**config.mk**
```make
export PLATFORM = sky130hd
export DESIGN_NAME = shift_iteration_counter
export DESIGN_NICKNAME = d
export VERILOG_FILES = /design/src/verilog/shift_count_pkg.sv /design/src/verilog/shift_iteration_counter.sv
export VERILOG_INCLUDE_DIRS = /design/src /design/src/verilog
export SDC_FILE = /design/constraint.sdc
export NUM_CORES = 1
export LEC_CHECK = 0
export ABC_CLOCK_PERIOD_IN_PS = 2850
export BUFFER_PORTS_ARGS = -buffer_cell sky130_fd_sc_hd__buf_2
export CAP_MARGIN = 10
export CORE_ASPECT_RATIO = 0.8
export CORE_MARGIN = 1.5
export CORE_UTILIZATION = 49
export DETAILED_ROUTE_END_ITERATION = 10
export PLACE_DENSITY = 0.8
export SLEW_MARGIN = 5
export SYNTH_ARGS = -nofsm -noshare
export SYNTH_HDL_FRONTEND = slang
export SYNTH_SLANG_ARGS = --single-unit
```
**constraint.sdc**
```tcl
create_clock -name mclk -period 2.85 [get_ports mclk]
set_clock_uncertainty 0.15 [all_clocks]
set_input_delay 0.57 -clock mclk [delete_from_list [all_inputs] [get_ports mclk]]
set_output_delay 0.57 -clock mclk [all_outputs]
set_load 0.1 [all_outputs]
```
**src/verilog/shift_count_regs.svh**
```systemverilog
// constants for the shift iteration counter
// Functional notes
// - eight data bits plus one parity bit
// - holds shift, multiply, normalize counts
// - decrement loads exponent sum bits 0-7
// - fault test loads source bits 16-23
// - shift decode copies bits 18-20 to 1-3
// - forced iteration constants into bits 1-6
// - count feeds adder, result written back
// - bits 0-5 drive count decoder
// - convert drives count onto address 24-27
// - adder input wins only when alone
// - locks when release pair goes idle
`ifndef SHIFT_COUNT_REGS_SVH
`define SHIFT_COUNT_REGS_SVH
`define COUNT_RESET_VALUE 8'h00
`define COUNT_RESET_PARITY 1'b1
`define COUNT_SCAN_WORD 4'hc
`define COUNT_SCAN_PULSE 2'h2
`define COUNT_SHIFT_LSB 1
`define COUNT_FORCE_LSB 1
`define COUNT_DECODE_LSB 0
`define COUNT_ADDR_LSB 4
`endif

```
**src/verilog/shift_count_pkg.sv**
```systemverilog
// types for the shift iteration counter
package shift_count_pkg;
    typedef struct packed {
        logic [7:0] value;
        logic parity;
    } count_word_t;
    typedef enum logic [4:0] {
        SRC_NONE = 5'h01,
        SRC_SUM = 5'h02,
        SRC_SCAN = 5'h04,
        SRC_SHIFT = 5'h08,
        SRC_FORCE = 5'h10
    } load_src_t;
endpackage

```
**src/verilog/shift_iteration_counter.sv**
```systemverilog
// shift / iteration count register with its load gating and outputs
`timescale 1ns/1ps
`include "shift_count_regs.svh"
module shift_iteration_counter
#(
    // widths of the count and of the two partial load fields
    parameter int COUNT_BITS = 8,
    parameter int SHIFT_BITS = 3,
    parameter int FORCE_BITS = 6
)
(
    // clock and reset
    input wire logic mclk,
    input wire logic rst_b,
    input wire logic clkEn,
    // release pair, true and complement
    input wire logic releaseHi,
    input wire logic releaseLo_b,
    // load sources
    input wire logic sumLoad,
    input wire logic [7:0] exponentSumBus,
    input wire logic faultLocateTest,
    input wire logic [3:0] scanWord,
    input wire logic [1:0] scanPulse,
    input wire logic [7:0] sourceScanBits,
    input wire logic shiftDecode,
    input wire logic [2:0] shiftField,
    input wire logic forceLoad,
    input wire logic [5:0] forcedCountBits,
    // output gating
    input wire logic convertVfl,
    // outputs
    output shift_count_pkg::count_word_t countOut,
    output logic [5:0] decoderIn,
    output logic [3:0] addrNibble,
    output logic addrNibbleValid
);
    ////////////////////////////////////////////////////////////////
    logic releaseActive;
    logic scanLoad;
    shift_count_pkg::load_src_t loadSrc;
    logic [7:0] next_value;
    shift_count_pkg::count_word_t count;
    logic [7:0] shiftImage;
    logic [7:0] forceImage;

    ////////////////////////////////////////////////////////////////
    // ports and the packed word are fixed at eight bits; refuse other sizes
    if (COUNT_BITS != 8)
    begin : g_bad_count
        $error("count width must be 8");
    end
    if (SHIFT_BITS != 3 || `COUNT_SHIFT_LSB + SHIFT_BITS > COUNT_BITS)
    begin : g_bad_shift
        $error("shift field must be 3 bits inside the count");
    end
    if (FORCE_BITS != 6 || `COUNT_FORCE_LSB + FORCE_BITS > COUNT_BITS)
    begin : g_bad_force
        $error("forced field must be 6 bits inside the count");
    end

    // odd parity over value and parity bit; shared by the register and its check
    function automatic logic oddParity(input logic [7:0] value);
        oddParity = ~^value;
    endfunction

    ////////////////////////////////////////////////////////////////
    // zero-filled images of the partial loads, one bit per pass
    // bits outside a field are cleared, not kept: no stale count survives
    for (genvar b = 0; b < COUNT_BITS; b++)
    begin : g_image
        if (b >= `COUNT_SHIFT_LSB && b < `COUNT_SHIFT_LSB + SHIFT_BITS)
        begin : g_shift_in
            assign shiftImage[b] = shiftField[b - `COUNT_SHIFT_LSB];
        end
        else
        begin : g_shift_out
            assign shiftImage[b] = 1'b0;
        end
        if (b >= `COUNT_FORCE_LSB && b < `COUNT_FORCE_LSB + FORCE_BITS)
        begin : g_force_in
            assign forceImage[b] = forcedCountBits[b - `COUNT_FORCE_LSB];
        end
        else
        begin : g_force_out
            assign forceImage[b] = 1'b0;
        end
    end

    ////////////////////////////////////////////////////////////////
    // both lines must agree; a half-switched pair keeps the latch closed
    assign releaseActive = releaseHi && !releaseLo_b;
    assign scanLoad = faultLocateTest && scanWord == `COUNT_SCAN_WORD
        && scanPulse == `COUNT_SCAN_PULSE;

    // priority: scan, force, shift decode, then adder sum
    always_comb
    begin
        loadSrc = shift_count_pkg::SRC_NONE;
        if (releaseActive)
        begin
            if (scanLoad)
                loadSrc = shift_count_pkg::SRC_SCAN;
            else if (forceLoad)
                loadSrc = shift_count_pkg::SRC_FORCE;
            else if (shiftDecode)
                loadSrc = shift_count_pkg::SRC_SHIFT;
            else if (sumLoad)
                loadSrc = shift_count_pkg::SRC_SUM;
        end
    end

    always_comb
    begin
        next_value = count.value;
        unique case (loadSrc)
            shift_count_pkg::SRC_NONE: next_value = count.value;
            shift_count_pkg::SRC_SUM: next_value = exponentSumBus;
            shift_count_pkg::SRC_SCAN: next_value = sourceScanBits;
            shift_count_pkg::SRC_SHIFT: next_value = shiftImage;
            shift_count_pkg::SRC_FORCE: next_value = forceImage;
            default: next_value = count.value;
        endcase
    end

    ////////////////////////////////////////////////////////////////
    // single holder for every kind of count
    always_ff @(posedge mclk or negedge rst_b)
    begin
        if (!rst_b)
        begin
            count.value <= `COUNT_RESET_VALUE;
            count.parity <= `COUNT_RESET_PARITY;
        end
        else if (clkEn)
        begin
            count.value <= next_value;
            count.parity <= oddParity(next_value);
        end
    end

    ////////////////////////////////////////////////////////////////
    // outputs registered one cycle behind the count
    // costs a cycle of latency but keeps every output straight off a flop

    // feed to the adder true/complement input
    always_ff @(posedge mclk or negedge rst_b)
    begin
        if (!rst_b)
        begin
            countOut <= '{value: `COUNT_RESET_VALUE, parity: `COUNT_RESET_PARITY};
        end
        else if (clkEn)
        begin
            countOut <= count;
        end
    end

    // feed to the count decoder
    always_ff @(posedge mclk or negedge rst_b)
    begin
        if (!rst_b)
        begin
            decoderIn <= 6'h00;
        end
        else if (clkEn)
        begin
            decoderIn <= count.value[`COUNT_DECODE_LSB+5 -: 6];
        end
    end

    // feed to the addressing adder, only during a variable length convert
    always_ff @(posedge mclk or negedge rst_b)
    begin
        if (!rst_b)
        begin
            addrNibble <= 4'h0;
            addrNibbleValid <= 1'b0;
        end
        else if (clkEn)
        begin
            addrNibble <= convertVfl ? count.value[`COUNT_ADDR_LSB-1 -: 4] : 4'h0;
            addrNibbleValid <= convertVfl;
        end
    end

    ////////////////////////////////////////////////////////////////
    chk_parity_odd: assert property (@(posedge mclk) disable iff (!rst_b)
        count.parity == oddParity(count.value)) else $error("count parity wrong");
    chk_hold_idle: assert property (@(posedge mclk) disable iff (!rst_b)
        !releaseActive |=> $stable(count)) else $error("count moved while locked");
    chk_sum_load: assert property (@(posedge mclk) disable iff (!rst_b)
        clkEn && releaseActive && sumLoad && !scanLoad && !forceLoad && !shiftDecode
        |=> count.value == $past(exponentSumBus)) else $error("sum not loaded");
    chk_scan_load: assert property (@(posedge mclk) disable iff (!rst_b)
        clkEn && releaseActive && scanLoad |=> count.value == $past(sourceScanBits))
        else $error("scan not loaded");
    chk_shift_field: assert property (@(posedge mclk) disable iff (!rst_b)
        clkEn && releaseActive && shiftDecode && !scanLoad && !forceLoad
        |=> count.value[3:1] == $past(shiftField)) else $error("shift field wrong");
    chk_force_bits: assert property (@(posedge mclk) disable iff (!rst_b)
        clkEn && releaseActive && forceLoad && !scanLoad
        |=> count.value[6:1] == $past(forcedCountBits)) else $error("force wrong");
    chk_decode_out: assert property (@(posedge mclk) disable iff (!rst_b)
        clkEn |=> decoderIn == $past(count.value[5:0])) else $error("decoder feed wrong");
    chk_addr_gate: assert property (@(posedge mclk) disable iff (!rst_b)
        clkEn && !convertVfl |=> addrNibble == 4'h0 && !addrNibbleValid)
        else $error("address nibble leaked");

    chk_addr_copy: assert property (@(posedge mclk) disable iff (!rst_b)
        clkEn && convertVfl |=> addrNibble == $past(count.value[3:0]) && addrNibbleValid)
        else $error("address nibble wrong");
    chk_out_copy: assert property (@(posedge mclk) disable iff (!rst_b)
        clkEn |=> countOut == $past(count)) else $error("adder feed wrong");

    chk_shift_clear: assert property (@(posedge mclk) disable iff (!rst_b)
        clkEn && releaseActive && shiftDecode && !scanLoad && !forceLoad
        |=> count.value[7:4] == 4'h0 && count.value[0] == 1'b0)
        else $error("shift load left stale bits");
    chk_force_clear: assert property (@(posedge mclk) disable iff (!rst_b)
        clkEn && releaseActive && forceLoad && !scanLoad
        |=> count.value[7] == 1'b0 && count.value[0] == 1'b0)
        else $error("force load left stale bits");

    // a low enable must freeze the count, countOut and addrNibble
    chk_freeze_all: assert property (@(posedge mclk) disable iff (!rst_b)
        !clkEn |=> $stable(count) && $stable(countOut) && $stable(addrNibble))
        else $error("state moved while frozen");
endmodule

```
Word-level counts from Yosys, hierarchy flattened
Cells that the tools add are included.
{ "word_totals": {"out_inout_bits": 20, "ff_bits": 29, "input_bits": 41} }
{ "op_classes": {"eq_ne": 6, "reduce_logical": 5, "mux": 7} }
{ "ops": {"columns": ["op", "count"], "rows": [
  ["$pmux W8 S4", 1],
  ["$mux W5", 3],
  ["$mux W4", 2],
  ["$reduce_xnor A8 Y1", 1],
  ["$eq A5 B2 Y1 const B", 1],
  ["$eq A5 B3 Y1 const B", 1],
  ["$eq A5 B4 Y1 const B", 1],
  ["$eq A5 B5 Y1 const B", 1],
  ["$eq A4 B4 Y1 const B", 1],
  ["$logic_and A1 B1 Y1", 3],
  ["$eq A2 B2 Y1 const B", 1],
  ["$mux W2", 1],
  ["$logic_not A1 Y1", 1]
]} }

Depth between registers and ports, before layout
Gate-level depths: netlist of the first run.
{ "depth": {"ltp_word": 8, "mapped_depth": 9, "mapped_depth_nobuf": 8} }

Worst setup path before layout of the first run
OpenSTA, ideal clock, no wires.
{ "synth_path": {"kind": "in2reg", "startpoint": "in scanPulse[0]", "endpoint": "reg count[0] (netlist bit)", "n_path_buf": 1, "path_stages": 9, "t_arrival_ps": 2467, "required_ps": 2615, "setup_slack_ps": 148, "path_cell_list": "and4b_1 -> buf_2 -> nand2_4 -> a21o_1 -> a2111oi_2 -> a211oi_2 -> nor3b_1 -> or4_1 -> o221ai_1"} }
{ "synth_via": {"elab_chain_cells": 7} }
{ "synth_lines": {"columns": ["item", "line", "rtl"], "rows": [
  ["start: declaration", "shift_iteration_counter.sv:24", "input wire logic [1:0] scanPulse,"],
  ["$eq A2 B2 Y1 (no line) *", null, null],
  ["$logic_and A1 B1 Y1 (no line) *", null, null],
  ["$mux W5 *", "shift_iteration_counter.sv:102", "if (scanLoad)"],
  ["$mux W5 *", "shift_iteration_counter.sv:100", "if (releaseActive)"],
  ["$eq A5 B5 Y1, or another cell as far along", "shift_iteration_counter.sv:116", "unique case (loadSrc)"],
  ["$pmux W8 S4 *", "shift_iteration_counter.sv:116", null],
  ["$reduce_xnor A8 Y1 *", "shift_iteration_counter.sv:64", "oddParity = ~^value;"],
  ["end: declaration", "shift_iteration_counter.sv:43", "shift_count_pkg::count_word_t count;"]
]} }
Mark *: on every way between the ends. The rest lies on a longest branch, timed or not.
A chain may end at the register's enable or synchronous reset.

Worst setup path in the final report of the first run
{ "layout_path": {"startpoint": "in scanWord[1]", "endpoint": "reg count[0] (netlist bit)"} }
{ "layout_via": {"elab_chain_cells": 8} }
{ "layout_lines": {"columns": ["item", "line", "rtl"], "rows": [
  ["start: declaration", "shift_iteration_counter.sv:23", "input wire logic [3:0] scanWord,"],
  ["$eq A4 B4 Y1 (no line) *", null, null],
  ["$logic_and A1 B1 Y1 (no line) * (2 in a row)", null, null],
  ["$mux W5 *", "shift_iteration_counter.sv:102", null],
  ["$mux W5 *", "shift_iteration_counter.sv:100", null],
  ["$eq A5 B5 Y1, or another cell as far along", "shift_iteration_counter.sv:116", null],
  ["$pmux W8 S4 *", "shift_iteration_counter.sv:116", null],
  ["$reduce_xnor A8 Y1 *", "shift_iteration_counter.sv:64", null]
]} }
Marked as above.

==> summary.txt, run 1 <==
========================================================================================
Clock latency on the worst-skew pair                                              260 ps
Site Rows                                                                             18
Maximum number of pins on one net before global-route repair                          31
Netlist Area Pre-Place                                                          1590 µm²
Longest Clk Path Bufs                                                                  2
Standard cell core area                                                         3090 µm²
Leakage power                                                                0.000985 µW
Die width                                                                        66.7 µm
Total power after layout                                                         1500 µW
Post-synthesis sequential element count                                               23
Sequential element share of the synthesized area                                   36.4%
Number of violations reported at the end of detailed-routing iteration 0              87
Max-capacitance violation count                                                        0
Global route overflow                                                                  0
Tightest slew margin relative to the limit                                         50.5%
Portion of total power attributed to the clock network                             13.2%
TritonCTS clock tree                                                                 yes
Peak supply drop                                                                  759 µV
Number of inserted diodes                                                              0
Post-route minimum period                                                        2700 ps
Effective utilization at floorplan                                                 51.5%
Average cell area after synthesis                                               9.69 µm²
Number of antenna violations at the first check in global routing                      0
Number of buffers added for setup after CTS                                            0
Number of max-slew violations in the final report                                      0
Maximum fanout along the worst path                                                    4
Outcome                                                                        completed
CTS Root Buffer Type                                                            clkbuf_8
Overall track demand over capacity in global routing                               22.6%
Slew of the pin with the lowest slew margin                                       733 ps
Capturing element type of the critical path                                     register
Fin Setup TNS                                                                       0 ps
Via count of the routed design                                                      1445
Count of warnings emitted by yosys                                                     0
Most used flip-flop cell after synthesis                                         dfrtp_1
Number of top-level pins                                                              61
Top cell type by total area after synthesis                                      dfrtp_1
Portion of the clock cycle consumed by the worst path in the final layout          94.6%
Synthesized netlist cell count                                                       164
Synthesized Nets                                                                     205
Wire length of the first global-routing pass                                     6.13 mm
Die H                                                                            53.9 µm
DRC violations left                                                                    0
Proportion of layout cells with a drive suffix above 1                             48.5%
Worst endpoint required time                                                     2880 ps
Area growth from synthesis to layout                                               27.2%
Number of enable flip-flop cells after synthesis                                       0
Comb pwr share                                                                     55.7%
Wirelength per Cell                                                              13.4 µm
Design internal power                                                             700 µW
Post-route worst hold slack                                                       109 ps
1st-pass router iterations                                                             4
Synth top area cells                                                        dfrtp_1, mux2_2, nand2_1
Net count of the finished layout                                                     269
Count of clock tree sinks                                                             23
Clk slew on worst S/H paths                                                        80 ps
Class of the worst hold path                                                input port to async pin
Final HPWL from detailed placement                                               2.90 mm
Setup repair after global routing missed its margin                                   no
Number of cells in the finished layout apart from fillers                            267
Area fraction of the dominant cell type after synthesis                            33.1%
Input/output buffers                                                                  60
Switching power share of the total                                                 53.3%
Switching power total                                                             800 µW
Number of global-route vias before repair                                           1372
Maximum clock rate                                                               371 MHz
# setup viols final                                                                    0
Critical Path AT                                                                 2730 ps
Power per cell area                                                           742 nW/µm²
Fraction of power consumed by sequential logic                                     31.1%
DRT antenna net count                                                                  0
Total die area                                                                  3600 µm²
Final-report hold violation count                                                      0
CP Class                                                                    input port to register
Library cells used by synthesis                                                       54
Fill count                                                                           267
Asr flop ratio synth                                                                100%
CTS buffer count                                                                       3
Routed wire length                                                               3.58 mm
Critical path launch point type                                               input port
Number of cells in the design after placement                                        263
Vias per inst                                                                       5.41
H-tree lvl count                                                                       1
Routability congestion estimate                                                    0.825
========================================================================================
## flip-flops by register name, indices dropped and copies added, names as in the netlist
register	cells
countOut	9
addrNibbleValid	1
addrNibble	4
count	9
## critical path, stage by stage
cell      delay, ps
buf_2           120
or3b_4          420
o211ai_2        160
nand3_2         130
a21o_1          190
a211oi_2        300
nor3b_1         110
or4_1           530
o221ai_1        190
## per-stage QoR
step / setup slack (ps) / utilization, % / area (µm²)
floorplan: 148 / - / 1590
finish: 154 / 65.5 / 2020
CTS: 114 / 65.2 / 2010
global placement: -63.3 / 63.7 / 1970
global route: 3.39 / 65.5 / 2020
detailed placement: -157 / 63.7 / 1970
## area by class of cell
cell class | count | area, µm² | share of cell area [%]
clock buffer | 3 | 41.3 | 2.04
timing repair buffer | 72 | 403 | 19.9
sequential | 23 | 578 | 28.6
inverter | 8 | 30.0 | 1.49
tap | 40 | 50.0 | 2.48
multi-input combinational | 120 | 915 | 45.2
clock inverter | 1 | 5.00 | 0.248
## Yosys cell counts (2+ instances only)
| cell type | count |
|---|---|
| a21o_1 | 3 |
| a21oi_1 | 4 |
| a31oi_1 | 2 |
| a32oi_1 | 2 |
| and3_2 | 2 |
| buf_2 | 4 |
| buf_4 | 6 |
| clkbuf_1 | 3 |
| dfrtp_1 | 21 |
| dfstp_2 | 2 |
| inv_1 | 8 |
| mux2_2 | 12 |
| mux2i_1 | 5 |
| nand2_1 | 15 |
| nand2b_1 | 2 |
| nand3_1 | 8 |
| nor2_1 | 6 |
| nor2_2 | 2 |
| nor2b_1 | 6 |
| nor3_1 | 2 |
| nor3_2 | 3 |
| nor3b_1 | 4 |
| o21ai_0 | 7 |
| o31ai_1 | 5 |
## placed cells by master (no fill, tap or decap), drive strengths merged, types with 2 or more instances in the layout
| cell | count |
|---|---|
| dfstp | 2 |
| dfrtp | 21 |
| inv | 8 |
| o31ai | 5 |
| buf | 72 |
| mux2i | 5 |
| nor2 | 8 |
| a32oi | 2 |
| nand3 | 9 |
| nor3 | 5 |
| a21o | 4 |
| clkbuf | 3 |
| nor2b | 6 |
| nand2b | 2 |
| nor3b | 5 |
| mux2 | 12 |
| nand2 | 16 |
| o211ai | 2 |
| a21oi | 5 |
| and3 | 2 |
| o21ai | 7 |
| a2111oi | 2 |
| a31oi | 2 |
## cell families (layout without fill, tap and decap cells)
kind of cell,count (synthesis),in the layout,share of synthesized area (%)
xor+xnor,2,2,1.10
simple gates,63,63,24.4
flops,23,23,36.4
mux,17,17,11.7
compound gates,38,38,19.8
buf+inv,21,84,6.69
## power groups by stage
stage               combinational (µW)  clock, µW  sequential, µW
finish                             835        198             467
global route                       886        221             481
CTS                                835        203             467
detailed placement                 833          0             474
global placement                   825          0             470
floorplan                          387          0             785
## layer usage
layer	track usage, %	part of all wire [%]	vias up
met5	0	0	-
met4	4.08	0	0
met3	3.77	3.3	0
met2	37.5	47	23
met1	31.8	50	694
li1	-	-	728
## worst paths after layout
path / slack, ps / start / depth (start not counted) / to
worst max register to register: 600 / count[3] / 7 / count[0]
min in group mclk: 360 / addrNibbleValid / 1 / addrNibbleValid
worst max-delay path: 150 / scanWord[1] / 9 / count[0]
max in group asynchronous: 2080 / rst_b / 1 / count[0]
worst min register to register: 360 / addrNibbleValid / 1 / addrNibbleValid
worst min-delay path: 110 / rst_b / 1 / countOut[4]
## what timing repair did
item | CTS | global route
resized for setup | 0 | 3
hold endpoints to repair | 0 | 0
hold buffers | 0 | 0
setup endpoints to repair | 0 | 1
No activity file was read; power rests on OpenSTA's default activity.
==> run 2: changes to the inputs <==
--- a/config.mk
+++ b/config.mk
@@ -7,13 +7,14 @@
 export NUM_CORES = 1
 export LEC_CHECK = 0
 export ABC_CLOCK_PERIOD_IN_PS = 2850
-export BUFFER_PORTS_ARGS = -buffer_cell sky130_fd_sc_hd__buf_2
 export CAP_MARGIN = 10
 export CORE_ASPECT_RATIO = 0.8
-export CORE_MARGIN = 1.5
-export CORE_UTILIZATION = 49
+export CORE_MARGIN = 2
+export CORE_UTILIZATION = 60
+export CTS_CLUSTER_DIAMETER = 60
 export DETAILED_ROUTE_END_ITERATION = 10
-export PLACE_DENSITY = 0.8
+export DONT_BUFFER_PORTS = 1
+export PLACE_DENSITY = 0.76
 export SLEW_MARGIN = 5
 export SYNTH_ARGS = -nofsm -noshare
 export SYNTH_HDL_FRONTEND = slang
==> summary.txt, run 2 (same netlist as run 1, synthesis figures left out) <==
========================================================================================
Longest Clk Path Bufs                                                                  2   unchanged
Wire length of the first global-routing pass                                     5.57 mm   -9.1%
Peak supply drop                                                                  671 µV   -11%
Number of cells in the design after placement                                        193   -27%
Global route overflow                                                                  0   unchanged
CP Class                                                                    input port to register
Clk slew on worst S/H paths                                                       120 ps   +40 ps
Die H                                                                            50.0 µm   -7.2%
Final HPWL from detailed placement                                               2.63 mm   -9.3%
Final standard cell utilization of the core                                        66.9%   +1.4 points
Critical path launch point type                                               input port
Standard cell core area                                                         2480 µm²   -20%
Area used by multi-input combinational logic                                     905 µm²   -1.1%
Number of cells in the finished layout apart from fillers                            198   -26%
Reg-to-Reg End                                                                  count[0]
Number of global-route vias before repair                                           1286   -6.3%
Die width                                                                        61.5 µm   -7.7%
Proportion of layout cells with a drive suffix above 1                             29.6%   -19 points
Endpoint, Worst Hold                                                            count[8]
Post-route worst hold slack                                                       174 ps   +65.5 ps
Maximum fanout along the worst path                                                    6   +2
Largest regs                                                                countOut x9, count x9, addrNibble x4
Net count of the finished layout                                                     204   -24%
Total die area                                                                  3080 µm²   -14%
Final-report hold violation count                                                      0   unchanged
Comb pwr share                                                                     22.2%   -34 points
Cell count of the worst hold path                                                      1
Tightest slew margin relative to the limit                                         33.2%   -17 points
R2R Path Start                                                                  count[3]
1st-pass router iterations                                                             4   unchanged
CTS Root Buffer Type                                                            clkbuf_4
Worst endpoint required time                                                     2930 ps   +50 ps
Number of inserted diodes                                                              0   unchanged
Leakage power                                                                0.000700 µW   -29%
Maximum clock rate                                                               391 MHz   +5.4%
Routed wire length                                                               3.29 mm   -8.1%
Storage element area                                                             586 µm²   +1.3%
Area growth from synthesis to layout                                               4.49%
Number of cells on the worst reg-to-reg path                                           7   unchanged
Number of top-level pins                                                              61   unchanged
CTS buffer count                                                                       3   unchanged
Routability congestion estimate                                                    0.898   +8.8%
Vias per inst                                                                       6.20   +15%
Portion of the clock cycle consumed by the worst path in the final layout          89.7%   -4.9 points
Design internal power                                                             595 µW   -15%
Capturing element type of the critical path                                     register
Overall track demand over capacity in global routing                               24.1%   +1.4 points
Switching power total                                                             760 µW   -5.0%
Wirelength per Cell                                                              16.6 µm   +24%
Slack of the worst reg-to-reg path                                                570 ps   -30 ps
Number of buffers added for setup after CTS                                            0   unchanged
Class of the worst hold path                                                input port to register
Portion of total power attributed to the clock network                             10.8%   -2.4 points
Number of max-slew violations in the final report                                      0   unchanged
H-tree lvl count                                                                       1   unchanged
Fill count                                                                           226   -15%
DRT antenna net count                                                                  0   unchanged
Site Rows                                                                             16   -2
# setup viols final                                                                    0   unchanged
Maximum number of pins on one net before global-route repair                          31   unchanged
Outcome                                                                        completed
Critical Path AT                                                                 2630 ps   -100 ps
Number of violations reported at the end of detailed-routing iteration 0              62   -29%
Clock latency on the worst-skew pair                                              310 ps   +50 ps
Worst hold start                                                                   clkEn
Max-capacitance violation count                                                        0   unchanged
Count of cells resized by post-cts repair                                              0   unchanged
Count of clock tree sinks                                                             23   unchanged
Setup repair after global routing missed its margin                                   no
Slew of the pin with the lowest slew margin                                       998 ps   +265 ps
Input/output buffers                                                                   0   -100%
Number of antenna violations at the first check in global routing                      0   unchanged
DRC violations left                                                                    0   unchanged
Switching power share of the total                                                 56.1%   +2.7 points
Via count of the routed design                                                      1228   -15%
Fraction of power consumed by sequential logic                                     67.1%   +36 points
Post-route minimum period                                                        2560 ps   -139 ps
Highest-count cells in the layout ignoring fill and taps                    nand2_1, dfrtp_1, mux2_2, inv_1, nand3_1
Hold buffer count at CTS                                                               1   +1
TritonCTS clock tree                                                                 yes
Power per cell area                                                           816 nW/µm²   +10%
Effective utilization at floorplan                                                 64.0%   +13 points
========================================================================================
run 2: critical path: stages:
cell and delay, ps:
and4b_1 370, nand2_4 120, mux2i_1 300, xnor2_1 100, mux2i_1 340, nor3b_1 110
or4_1 530, o221ai_1 180
run 2: cell type report:
type,instances,area share [%]
clock buffers,3,1.36
clock inverters,1,0.301
inverters,8,1.81
multi-input cells,120,54.5
flip-flops and latches,23,35.3
well taps,36,2.71
repair buffers,7,4.07
run 2: power groups by stage:
stage               clock network (µW)  logic (µW)  registers [µW]
floorplan                            0         387             785
global placement                     0         284             914
detailed placement                   0         294             918
CTS                                154         302             910
global route                       169         328             925
finish                             146         300             909
run 2: worst max-delay path by stage:
stage	from	to	cells after the start	slack, ps
6_report	scanPulse[0]	count[0]	8	290
2_1_floorplan	scanPulse[0]	count[0]	9	150
4_1_cts	scanPulse[0]	count[0]	8	310
3_5_place_dp	scanWord[1]	count[0]	8	-10
5_1_grt	scanPulse[0]	count[0]	8	190
3_3_place_gp	scanPulse[0]	count[0]	8	60
run 2: routing by layer:
layer | track usage (%) | up-vias | routed length, µm | share of wire (%)
met4 | 3.90 | 0 | 25 | 0.76
met3 | 6.04 | 4 | 166 | 5.0
met5 | 0 | - | 0 | 0
met1 | 30.9 | 593 | 1450 | 44
li1 | - | 597 | - | -
met2 | 40.9 | 34 | 1650 | 50
run 2: metrics by stage:
step	power (µW)	TNS [ps]	setup slack, ps	area [µm²]
finish	1360	0	293	1660
global route	1420	0	194	1660
CTS	1370	0	310	1660
detailed placement	1210	-12.8	-12.8	1620
global placement	1200	0	61.8	1620
floorplan	1170	0	148	1590
==> run 3: changes to the inputs <==
--- a/config.mk
+++ b/config.mk
@@ -6,6 +6,7 @@
 export SDC_FILE = /design/constraint.sdc
 export NUM_CORES = 1
 export LEC_CHECK = 0
+export ABC_AREA = 1
 export ABC_CLOCK_PERIOD_IN_PS = 2850
 export CAP_MARGIN = 10
 export CORE_ASPECT_RATIO = 0.8
==> summary.txt, run 3 <==
========================================================================================
Outcome                                                                        completed
Number of enable flip-flop cells after synthesis                                       0   unchanged
Number of inserted diodes                                                              0   unchanged
CTS Root Buffer Type                                                            clkbuf_4
Dominant combinational cell family by area after synthesis                  simple AND/OR/NAND/NOR gates
Final-report hold violation count                                                      0   unchanged
Compound-gate portion of the synthesized area                                      6.08%   -14 points
Max-capacitance violation count                                                        0   unchanged
Site Rows                                                                             16   unchanged
Reg-to-Reg End                                                               countOut[6]
Setup repair after global routing missed its margin                                   no
Netlist Area Pre-Place                                                          1630 µm²   +2.4%
Synthesized Nets                                                                     271   +32%
Maximum fanout along the worst path                                                    3   -3
# setup viols final                                                                    0   unchanged
Global route overflow                                                                  0   unchanged
Peak supply drop                                                                  779 µV   +16%
Critical Path AT                                                                 1340 ps   -1290 ps
Library cells used by synthesis                                                       20   -63%
Fraction of synthesized cell area in xor and xnor cells                               0%   -1.1 points
DRT antenna net count                                                                  0   unchanged
Number of cells on the worst reg-to-reg path                                           2   -5
CP Depth                                                                               0   -8
Fin Setup TNS                                                                       0 ps   unchanged
R2R Path Start                                                               countOut[6]
Standard cell core area                                                         2500 µm²   +0.81%
Routed wire length                                                               3.19 mm   -3.2%
Portion of the clock cycle consumed by the worst path in the final layout          72.4%   -17 points
CTS buffer count                                                                       3   unchanged
Number of cells in the finished layout apart from fillers                            261   +32%
Average cell area after synthesis                                               7.07 µm²   -27%
Critical path launch point type                                                 register
Area post-placement                                                             1610 µm²   -0.54%
Cell with the most instances after synthesis                                     nand2_1
TritonCTS clock tree                                                                 yes
Effective utilization at floorplan                                                 65.0%   +0.99 points
Top cell types by occurrence after synthesis                                nand2_1, nand3_1, dfrtp_1
Sequential element share of the synthesized area                                   35.5%   -0.84 points
Clock latency on the worst-skew pair                                              310 ps   about the same
Final HPWL from detailed placement                                               2.59 mm   -1.6%
Maximum number of pins on one net before global-route repair                          34   +9.7%
DRC violations left                                                                    0   unchanged
Post-synthesis sequential element count                                               23   unchanged
Area growth from synthesis to layout                                               1.54%
Worst hold start                                                                   clkEn
Leakage power                                                                0.000890 µW   +27%
Worst endpoint required time                                                     2130 ps   -800 ps
Proportion of layout cells with a drive suffix above 1                             26.2%   -3.4 points
Total die area                                                                  3150 µm²   +2.2%
Overall track demand over capacity in global routing                               22.8%   -1.3 points
Number of top-level pins                                                              61   unchanged
Area fraction of the dominant cell type after synthesis                            32.3%   -0.76 points
Highest-count cells in the layout ignoring fill and taps                    nand2_1, nand3_1, inv_1, o21ai_0
CP Class                                                                    register to output port
Clk slew on worst S/H paths                                                       130 ps   about the same
Wire length of the first global-routing pass                                     5.81 mm   +4.3%
Count of clock tree sinks                                                             23   unchanged
Number of global-route vias before repair                                           1416   +10%
Share of synthesized area spent on multiplexers                                       0%   -12 points
Routability congestion estimate                                                    0.745   -17%
Number of cells in the design after placement                                        256   +33%
Simple-gate portion of the synthesized area                                        46.3%   +22 points
Largest regs                                                                countOut x9, count x9, addrNibble x4
H-tree lvl count                                                                       1   unchanged
Post-route design area                                                          1650 µm²   -0.53%
Maximum clock rate                                                               485 MHz   +24%
Cell count of the worst hold path                                                      2   +1
Slack of the worst reg-to-reg path                                               1380 ps   +810 ps
Number of violations reported at the end of detailed-routing iteration 0              70   +13%
Via count of the routed design                                                      1395   +14%
Die H                                                                            50.6 µm   +1.1%
Endpoint, Worst Hold                                                            count[0]
Asr flop ratio synth                                                                100%   unchanged
Post-route worst hold slack                                                       202 ps   +27.9 ps
Count of cells resized by post-cts repair                                              0   unchanged
Tightest slew margin relative to the limit                                         32.6%   -0.59 points
1st-pass router iterations                                                             4   unchanged
Synth top area cells                                                        dfrtp_1, nand2_1, nand3_1
Number of max-slew violations in the final report                                      0   unchanged
Number of buffers added for setup after CTS                                            0   unchanged
Die width                                                                        62.2 µm   +1.1%
Capturing element type of the critical path                                  output port
Slew of the pin with the lowest slew margin                                      1010 ps   +8.83 ps
Post-route minimum period                                                        2060 ps   -493 ps
Longest Clk Path Bufs                                                                  2   unchanged
Vias per inst                                                                       5.34   -14%
Top cell type by total area after synthesis                                      dfrtp_1
Area share of fa/ha/maj cells after synthesis                                         0%   unchanged
Net count of the finished layout                                                     267   +31%
Wirelength per Cell                                                              12.2 µm   -27%
Power per cell area                                                           646 nW/µm²   -21%
Most used flip-flop cell after synthesis                                         dfrtp_1
Synthesized netlist cell count                                                       230   +40%
Leading cell type in the layout, fill and taps excluded                          nand2_1
Count of warnings emitted by yosys                                                     0   unchanged
Number of antenna violations at the first check in global routing                      0   unchanged
Class of the worst hold path                                                input port to register
Input/output buffers                                                                   0   unchanged
========================================================================================
run 3: cell types whose count changed in the layout (fill, tap and decap cells not counted), sizes merged, moves of 6 or more:
cell / before / now
o21ai: 7 / 19
mux2: 12 / 0
nand2: 16 / 86
nor2: 8 / 16
inv: 8 / 33
nand3: 9 / 39
nor2b: 6 / 0
run 3: power by group:
| part | switching, µW | internal, µW |
|---|---|---|
| Combinational | 165 | 72.8 |
| Sequential | 305 | 379 |
| Clock | 94.1 | 52.4 |
run 3: how the worst max path moves through the flow:
| stage | from | endpoint | slack, ps |
|---|---|---|---|
| 2_1_floorplan | countOut[1] | decoderIn[0] | 790 |
| 3_3_place_gp | scanWord[1] | count[0] | 870 |
| 3_5_place_dp | scanWord[2] | count[0] | 780 |
| 4_1_cts | countOut[5] | decoderIn[4] | 780 |
| 5_1_grt | countOut[6] | countOut[6] | 750 |
| 6_report | countOut[6] | decoderIn[5] | 790 |
run 3: cell type report:
class / count / area, µm²
timing repair buffer: 2 / 17.5
fill: 230 / 851
clock inverter: 1 / 5.00
multi-input combinational: 163 / 852
sequential: 23 / 586
inverter: 33 / 124
clock buffer: 3 / 22.5
tap: 36 / 45.0
run 3: through the flow:
stage | total power (µW) | util, % | worst slack [ps]
after detailed placement | 922 | 64.5 | 781
after global placement | 912 | 64.5 | 872
after floorplan | 896 | - | 790
after global routing | 1130 | 66.0 | 745
final | 1070 | 66.0 | 786
after CTS | 1070 | 66.0 | 778
run 3: metal layers:
metal,global-route usage [%],wire length (µm)
met1,26.0,1310
met2,44.2,1630
met3,6.50,237
met4,2.22,10
met5,0,0
run 3: logic make-up (layout without fill, tap and decap cells):
group	after synthesis	count (layout)
flip-flops	23	23
AND/OR/NAND/NOR	144	144
buffers and inverters	44	39
AO/OA/AOI/OAI	19	19
run 3: what timing repair did:
action,CTS,global route
endpoints found under the setup margin,0,0
hold buffers,1,0
endpoints found under the hold margin,23,0
